==> src/plw_pkg.sv <==
// constants and bus types for the bus parameter word loader
package plw_pkg;
   // register bus request carried as one group
   typedef struct packed {
      logic [7:0] addr;
      logic [31:0] wdata;
      logic wr;
      logic rd;
   } plw_bus_req_t;

   // register byte addresses
   localparam logic [7:0] REG_CTRL = 8'h00;
   localparam logic [7:0] REG_STATUS = 8'h04;
   localparam logic [7:0] REG_PARAM = 8'h08;
   localparam logic [7:0] REG_MEMBASE = 8'h0C;
   localparam logic [7:0] REG_GRANT = 8'h10;
   localparam logic [7:0] REG_LATENCY = 8'h14;
   localparam logic [7:0] REG_NODE0 = 8'h18;
   localparam logic [7:0] REG_NODE1 = 8'h1C;
   localparam logic [7:0] REG_NODE2 = 8'h20;

   // control and status bit positions
   localparam int CTRL_RELOAD = 0;
   localparam int CTRL_WAKE_CLR = 1;
   localparam int STAT_LOADED = 0;
   localparam int STAT_BUSY = 1;
   localparam int STAT_WAKE = 2;

   // parameter word fields
   localparam int PW_WAKE_PULSE = 0;
   localparam int PW_LOW_MEG = 1;
   localparam int PW_WIN_OFF = 2;
   localparam int PW_GRANT_HI = 9;
   localparam int PW_GRANT_LO = 6;
   localparam int PW_LAT_HI = 15;
   localparam int PW_LAT_LO = 10;
   localparam logic [15:0] PARAM_DEFAULT = 16'h1540;

   // memory window base: writable address bits and map bit
   localparam int MEMBASE_LO = 7;
   localparam int MEMBASE_MAP_BIT = 1;

   // serial store word addresses
   localparam logic [7:0] EE_PARAM_ADDR = 8'h08;
   localparam logic [7:0] EE_NODE_ADDR = 8'h0A;
   localparam logic [1:0] FETCH_LAST = 2'h3;

   // wake pulse length
   localparam int CLK_PERIOD_PS = 5000;
   localparam int WAKE_PULSE_US = 100;
   localparam int WAKE_PULSE_CYCLES = (WAKE_PULSE_US * 1000000) / CLK_PERIOD_PS;
   localparam int WAKE_CNT_W = 15;
endpackage

==> src/plw_loader.sv <==
// bus parameter word loader: fetch, apply, register port, wake output
//
// Design decisions made here: the plain strobed port and the register offsets.
`timescale 1ns/1ps
`default_nettype none
// Function
// - parameter bit 0 set makes the wake output a ~100 us pulse per event.
// - parameter bit 1 becomes the below-megabyte map bit of the memory window base.
// - parameter bit 2 set makes the memory window base read as all zeros.
// - parameter bits 9:6 are returned in bits 4:1 of the grant time value.
// - parameter bits 15:10 are returned in bits 5:0 of the latency limit.
// - parameter word is 1540h until the stored parameter word and all three node words have been read.
// - the three alternate node address words load the node address register.
module plw_loader #(
   parameter int unsigned WAKE_CYCLES = plw_pkg::WAKE_PULSE_CYCLES
) (
   input wire logic clk,
   input wire logic resetn,
   input wire logic ce,
   input wire plw_pkg::plw_bus_req_t bus_req,
   output logic [31:0] rd_data,
   output logic ee_req,
   output logic [7:0] ee_addr,
   input wire logic ee_valid,
   input wire logic [15:0] ee_data,
   input wire logic wake_event,
   output logic wake_signal,
   output logic [15:0] bus_parameter_word,
   output logic wake_pulse_select,
   output logic low_megabyte_map_cfg,
   output logic memory_window_off,
   output logic [7:0] grant_time_cfg,
   output logic [7:0] latency_limit_cfg,
   output logic [47:0] node_address_reg,
   output logic load_done
);
   import plw_pkg::*;

   typedef enum logic [1:0] {S_IDLE, S_REQ, S_WAIT} plw_state_t;

   plw_state_t state;
   logic [1:0] idx;
   logic [15:0] hold_param;
   logic [15:0] hold_node0;
   logic [15:0] hold_node1;
   logic [WAKE_CNT_W-1:0] wake_cnt;
   logic [31:7] membase;

   localparam logic [WAKE_CNT_W-1:0] WAKE_LEN = WAKE_CNT_W'(WAKE_CYCLES);

   // decode
   wire wr_ctrl = bus_req.wr && bus_req.addr == REG_CTRL;
   wire reload_req = wr_ctrl && bus_req.wdata[CTRL_RELOAD];
   wire wake_clr = wr_ctrl && bus_req.wdata[CTRL_WAKE_CLR];
   wire wr_membase = bus_req.wr && bus_req.addr == REG_MEMBASE;
   wire wr_node0 = bus_req.wr && bus_req.addr == REG_NODE0;
   wire wr_node1 = bus_req.wr && bus_req.addr == REG_NODE1;
   wire wr_node2 = bus_req.wr && bus_req.addr == REG_NODE2;
   wire word_in = state == S_WAIT && ee_valid;
   wire last_in = word_in && idx == FETCH_LAST;
   wire [7:0] fetch_addr = (idx == 2'h0) ? EE_PARAM_ADDR : EE_NODE_ADDR + {6'h00, idx - 2'h1};
   wire busy = state != S_IDLE;

   // memory window base view; the map bit follows the parameter word
   wire [31:0] membase_view = memory_window_off ? 32'h0000_0000 :
      {membase, 5'h00, low_megabyte_map_cfg, 1'b0};

   wire [31:0] status_view = {29'h0000_0000, wake_signal, busy, load_done};
   wire [31:0] next_rd_data =
      (bus_req.addr == REG_STATUS) ? status_view :
      (bus_req.addr == REG_PARAM) ? {16'h0000, bus_parameter_word} :
      (bus_req.addr == REG_MEMBASE) ? membase_view :
      (bus_req.addr == REG_GRANT) ? {24'h00_0000, grant_time_cfg} :
      (bus_req.addr == REG_LATENCY) ? {24'h00_0000, latency_limit_cfg} :
      (bus_req.addr == REG_NODE0) ? {16'h0000, node_address_reg[47:32]} :
      (bus_req.addr == REG_NODE1) ? {16'h0000, node_address_reg[31:16]} :
      (bus_req.addr == REG_NODE2) ? {16'h0000, node_address_reg[15:0]} :
      32'h0000_0000;

   // fields derived from the word that is about to be applied
   wire [15:0] pw = hold_param;

   always_ff @(posedge clk or negedge resetn) begin
      if (!resetn) begin
         rd_data <= 32'h0000_0000;
      end else if (ce) begin
         rd_data <= bus_req.rd ? next_rd_data : 32'h0000_0000;
      end
   end

   // fetch sequencer: starts by itself after reset
   always_ff @(posedge clk or negedge resetn) begin
      if (!resetn) begin
         state <= S_REQ;
         idx <= 2'h0;
         ee_req <= 1'b0;
         ee_addr <= 8'h00;
         hold_param <= PARAM_DEFAULT;
         hold_node0 <= 16'h0000;
         hold_node1 <= 16'h0000;
      end else if (ce) begin
         ee_req <= 1'b0;
         unique case (state)
            S_IDLE: begin
               if (reload_req) begin
                  idx <= 2'h0;
                  state <= S_REQ;
               end
            end
            S_REQ: begin
               ee_req <= 1'b1;
               ee_addr <= fetch_addr;
               state <= S_WAIT;
            end
            S_WAIT: begin
               if (ee_valid) begin
                  if (idx == 2'h0) hold_param <= ee_data;
                  if (idx == 2'h1) hold_node0 <= ee_data;
                  if (idx == 2'h2) hold_node1 <= ee_data;
                  idx <= idx + 2'h1;
                  state <= (idx == FETCH_LAST) ? S_IDLE : S_REQ;
               end
            end
         endcase
      end
   end

   // outputs other than the bus-writable node address hold their reset values until the whole fetch completes
   always_ff @(posedge clk or negedge resetn) begin
      if (!resetn) begin
         bus_parameter_word <= PARAM_DEFAULT;
         wake_pulse_select <= PARAM_DEFAULT[PW_WAKE_PULSE];
         low_megabyte_map_cfg <= PARAM_DEFAULT[PW_LOW_MEG];
         memory_window_off <= PARAM_DEFAULT[PW_WIN_OFF];
         grant_time_cfg <= {3'h0, PARAM_DEFAULT[PW_GRANT_HI:PW_GRANT_LO], 1'b0};
         latency_limit_cfg <= {2'h0, PARAM_DEFAULT[PW_LAT_HI:PW_LAT_LO]};
         node_address_reg <= 48'h0000_0000_0000;
         load_done <= 1'b0;
      end else if (ce) begin
         if (last_in) begin
            bus_parameter_word <= pw;
            wake_pulse_select <= pw[PW_WAKE_PULSE];
            low_megabyte_map_cfg <= pw[PW_LOW_MEG];
            memory_window_off <= pw[PW_WIN_OFF];
            grant_time_cfg <= {3'h0, pw[PW_GRANT_HI:PW_GRANT_LO], 1'b0};
            latency_limit_cfg <= {2'h0, pw[PW_LAT_HI:PW_LAT_LO]};
            node_address_reg <= {hold_node0, hold_node1, ee_data};
            load_done <= 1'b1;
         end else begin
            if (wr_node0) node_address_reg[47:32] <= bus_req.wdata[15:0];
            if (wr_node1) node_address_reg[31:16] <= bus_req.wdata[15:0];
            if (wr_node2) node_address_reg[15:0] <= bus_req.wdata[15:0];
         end
      end
   end

   always_ff @(posedge clk or negedge resetn) begin
      if (!resetn) begin
         membase <= 25'h000_0000;
      end else if (ce && wr_membase) begin
         membase <= bus_req.wdata[31:MEMBASE_LO];
      end
   end

   // wake output: timed pulse, or a level that software clears (event wins)
   always_ff @(posedge clk or negedge resetn) begin
      if (!resetn) begin
         wake_cnt <= '0;
         wake_signal <= 1'b0;
      end else if (ce) begin
         if (wake_pulse_select) begin
            if (wake_event) begin
               wake_cnt <= WAKE_LEN;
               wake_signal <= 1'b1;
            end else if (wake_cnt != '0) begin
               wake_cnt <= wake_cnt - 1'b1;
               wake_signal <= wake_cnt != WAKE_CNT_W'(1);
            end else begin
               wake_signal <= 1'b0;
            end
         end else begin
            wake_cnt <= '0;
            if (wake_event) wake_signal <= 1'b1;
            else if (wake_clr) wake_signal <= 1'b0;
         end
      end
   end

   pulse_end_a: assert property (@(posedge clk) disable iff (!resetn)
      ce && wake_pulse_select && !wake_event && wake_cnt == WAKE_CNT_W'(1) |=> !wake_signal)
      else $error("wake pulse did not end on count expiry");
   pulse_hold_a: assert property (@(posedge clk) disable iff (!resetn)
      wake_pulse_select && wake_cnt > WAKE_CNT_W'(1) |-> wake_signal)
      else $error("wake pulse dropped early");
   level_hold_a: assert property (@(posedge clk) disable iff (!resetn)
      ce && !wake_pulse_select && wake_signal && !wake_clr |=> wake_signal)
      else $error("wake level dropped without clear");
   map_copy_a: assert property (@(posedge clk) disable iff (!resetn)
      low_megabyte_map_cfg == bus_parameter_word[PW_LOW_MEG])
      else $error("map bit differs from parameter word");
   window_zero_a: assert property (@(posedge clk) disable iff (!resetn)
      ce && bus_req.rd && bus_req.addr == REG_MEMBASE && memory_window_off |=> rd_data == 32'h0000_0000)
      else $error("disabled memory window read nonzero");
   grant_field_a: assert property (@(posedge clk) disable iff (!resetn)
      grant_time_cfg == {3'h0, bus_parameter_word[PW_GRANT_HI:PW_GRANT_LO], 1'b0})
      else $error("grant time field misplaced");
   latency_field_a: assert property (@(posedge clk) disable iff (!resetn)
      latency_limit_cfg == {2'h0, bus_parameter_word[PW_LAT_HI:PW_LAT_LO]})
      else $error("latency limit field misplaced");
   default_word_a: assert property (@(posedge clk) disable iff (!resetn)
      !load_done |-> bus_parameter_word == PARAM_DEFAULT)
      else $error("parameter word changed before load");
   node_load_a: assert property (@(posedge clk) disable iff (!resetn)
      ce && last_in |=> node_address_reg[15:0] == $past(ee_data) && load_done)
      else $error("node address not loaded at fetch end");
   fetch_req_a: assert property (@(posedge clk) disable iff (!resetn)
      ce && ee_req |=> !ee_req)
      else $error("fetch request longer than one cycle");
endmodule
`default_nettype wire

==> config.mk <==
export PLATFORM = sky130hd
export DESIGN_NAME = plw_loader
export DESIGN_NICKNAME = d
export VERILOG_FILES = /design/src/plw_pkg.sv /design/src/plw_loader.sv
export SDC_FILE = /design/constraint.sdc
export NUM_CORES = 1
export LEC_CHECK = 0
export ABC_AREA = 1
export CORE_MARGIN = 2
export CORE_UTILIZATION = 50
export CTS_CLUSTER_DIAMETER = 150
export CTS_CLUSTER_SIZE = 28
export DETAILED_ROUTE_END_ITERATION = 8
export DONT_BUFFER_PORTS = 1
export HOLD_SLACK_MARGIN = 0.15
export PLACE_DENSITY = 0.62
export SYNTH_ARGS = -nofsm -noshare
export SYNTH_HDL_FRONTEND = slang
export SYNTH_SLANG_ARGS = --single-unit
==> constraint.sdc <==
create_clock -name clk -period 3.1 [get_ports clk]
set_clock_uncertainty 0.2 [all_clocks]
set_input_delay 0.465 -clock clk [delete_from_list [all_inputs] [get_ports clk]]
set_output_delay 0.465 -clock clk [all_outputs]
set_load 0.005 [all_outputs]
==> results by group <==
Status
  • Status: finished, violations left
  • Failing checks: hold timing

Die
  • Die H: ~140 um
  • FP Rows: 50
  • I/O pins: 189
  • Die ar.: 19800 um2
  • Initial core utilization: 50.5%
  • Die X: 141 um
  • Core area: 18500 um2

Finish
  • Area delta synth->final: 11.9%
  • ANT cells: 0
  • Post-layout net count: 1165
  • Commonest cells after routing, fill and taps aside: nand2_1 (215), dfrtp_1 (186), nor2_1 (104)
  • Commonest non-fill, non-tap cell in the layout: nand2_1
  • Layout cells sized above 1: between 10% and 20%
  • Max reg flops: 48

CTS
  • Hold bufs inserted after CTS: 54
  • Postcts setup bufs: 0
  • Max Root-Sink Buffers: 2
  • CTS Buf Count: 17
  • Clk sinks: 195
  • H-tree depth: 4
  • CTS clk-pin slew, worst paths: about 0.08 ns
  • CTS Root Cell: clkbuf_16
  • TritonCTS clock tree: done
  • Clock latency on the worst-skew pair: ~0.43 ns

Setup path
  • Critical path type: flip-flop to flip-flop
  • Crit Path Max Fanout: 32
  • Reg2reg start: idx[1]
  • Reg2Reg Setup Slack: 0.52 ns
  • Critical Path RT: 3.22 ns
  • Critical path data arrival time: 2.70 ns
  • Crit path from: idx[1]
  • Cells on worst reg2reg path: 5
  • Worst Setup Start Kind: flip-flop
  • Crit end category: flip-flop

Timing
  • Hold WS: -0.479 ns
  • # setup viols final: 0
  • Final slew viol count: 0
  • Setup_tns: 0 ns
  • RSZ-0062 raised after global routing: false
  • Tightest Pin Transition: roughly 0.64 ns
  • Max transition margin: a little under three fifths
  • Final Hold Viols: 195
  • Fmax: 388 MHz
  • Final worst-path cycle share: 83.1%
  • Minimum clock period: ~2.6 ns

Routing
  • Vias: 7385
  • WL/cell: 18.8 um
  • Vias/cell: 5.50
  • DR iter-0 viols: 677
  • Detailed-route wire length: around 25000 um
  • # DRC: 0
  • DR pass1 iterations: 5
  • Antenna-violating nets left: 0

Synthesis
  • Most used DFF post-synth: dfrtp_1
  • Register area share after synthesis: 52.3%
  • Main area contributors after synthesis: dfrtp_1 (50%), nand2_1 (8.6%), o21ai_0 (5.2%)
  • Synth Register Bits: 195
  • Async set or reset register ratio after synthesis: between 90% and 100%
  • Mapped Cells: around 1100
  • Distinct cells, synth: 38
  • Number of synthesized flops with an enable pin: 0
  • Synth warn: 0
  • Top cell type by total area after synthesis: dfrtp_1
  • Synth top area share: about half
  • Syn avg cell area: about 8.7 um2
  • Syn Std Cell Area: a little over 9000 um2

Hold path
  • Worst hold path type: input port to asynchronous set/reset pin

Global route
  • Initial antenna violation count: 0
  • Vias in the first global route: ~7000
  • Met1 Track Usage GR: a little under two fifths
  • Pin count of the biggest net entering global routing: 196
  • Met3 Usage GRT: 6.93%
  • Total track usage: between 20% and 30%
  • Grt peak-use layer: met2
  • First-pass GRT wire length: 40100 um
  • Met2 Track Usage GR: 38.9%
  • GRT Residual Overflow: 0

Power and ir drop
  • Pleak: about 5.2 nW
  • P per Cell Area: 596 nW/um2
  • VDD IR max: 0.000371 V

Placed design
  • Hpwl dp: approximately 18000 um
  • Gpl congestion: 0.918
  • PortBufs: 0

Flow run
  • Max-cap violations: 0
[metal layers]
metal / up-vias / share of wire (%)
met2: 258 / 44
met1: 3519 / 46
met4: 0 / 1.7
met5: - / 0
met3: 27 / 8.0
li1: 3581 / -
[power by group]
| group | switching [mW] | internal, mW |
|---|---|---|
| Sequential | 0.273 | 2.93 |
| Clock | 1.04 | 1.22 |
| Combinational | 0.470 | 0.309 |
| Total | 1.78 | 4.46 |
[cell type report]
type / instances / area [um2]
multi-input cells: 714 / 3650
fillers: 1705 / 8060
clock inverters: 13 / 163
inverters: 99 / 372
well taps: 234 / 293
repair buffers: 68 / 656
clock buffers: 19 / 433
flip-flops and latches: 195 / 4890
[repair_timing]
action                     4_1_cts  5_1_grt
hold endpoints to repair       331      195
resized for setup                0        0
setup endpoints to repair        0        0
[metrics by stage]
step | std cells | area, um2 | util [%] | setup WS (ns) | total power [mW]
floorplan | 1086 | 9380 | - | 1.23 | 3.75
global placement | 1256 | 9310 | 50.3 | 0.707 | 3.91
detailed placement | 1256 | 9310 | 50.3 | 0.703 | 3.94
CTS | 1342 | 10500 | 56.5 | 0.534 | 6.27
global route | 1342 | 10500 | 56.5 | 0.359 | 6.55
finish | 1342 | 10500 | 56.5 | 0.523 | 6.23
[synthesized netlist by cell type (2+ instances only)]
cell type and instances:
nand2_1 215, xor2_1 2, mux2_2 22, a21oi_1 43, nand2_2 7, inv_1 87, nor3_1 9, clkbuf_1 26
buf_4 28, nor2_1 104, dfstp_2 9, dfrtp_1 186, o21ai_1 17, nor2_2 8, buf_6 5, a31oi_1 32
o21ai_0 98, inv_2 11, nand3_2 2, nand4_1 39, nor2_4 5, ha_1 7, buf_2 18, nand3_1 73
o21bai_1 3, nand3b_1 2, mux2_4 8
[critical path, stage by stage, from the launching register on]
cell and delay [ns]:
dfrtp_1 0.42, ha_1 0.31, nand3_2 0.55, nand2_1 0.31, a31oi_1 0.10, dlygate4sd3_1 0.57
[path summary, 6_finish.rpt]
path	endpoint
setup / recovery	node_address_reg[22]
hold / removal	wake_cnt[11]
setup reg to reg	node_address_reg[22]
hold reg to reg	hold_param[5]
max in group asynchronous	bus_parameter_word[10]
min in group clk	ee_req
[cells by family (layout without fill, tap and decap cells)]
| family | Yosys count | count (layout) | synth area share (%) |
|---|---|---|---|
| other | 1 | 10 | 0.0401 |
| AOI/OAI and AO/OA | 198 | 198 | 11.4 |
| buffers and inverters | 177 | 199 | 8.99 |
| adders and majority gates | 7 | 7 | 0.937 |
| xor gates and xnor gates | 2 | 2 | 0.187 |
| and+or+nand+nor | 467 | 467 | 22.2 |
| muxes | 30 | 30 | 3.94 |
| DFF | 195 | 195 | 52.3 |
No activity file was read; power rests on OpenSTA's default activity.
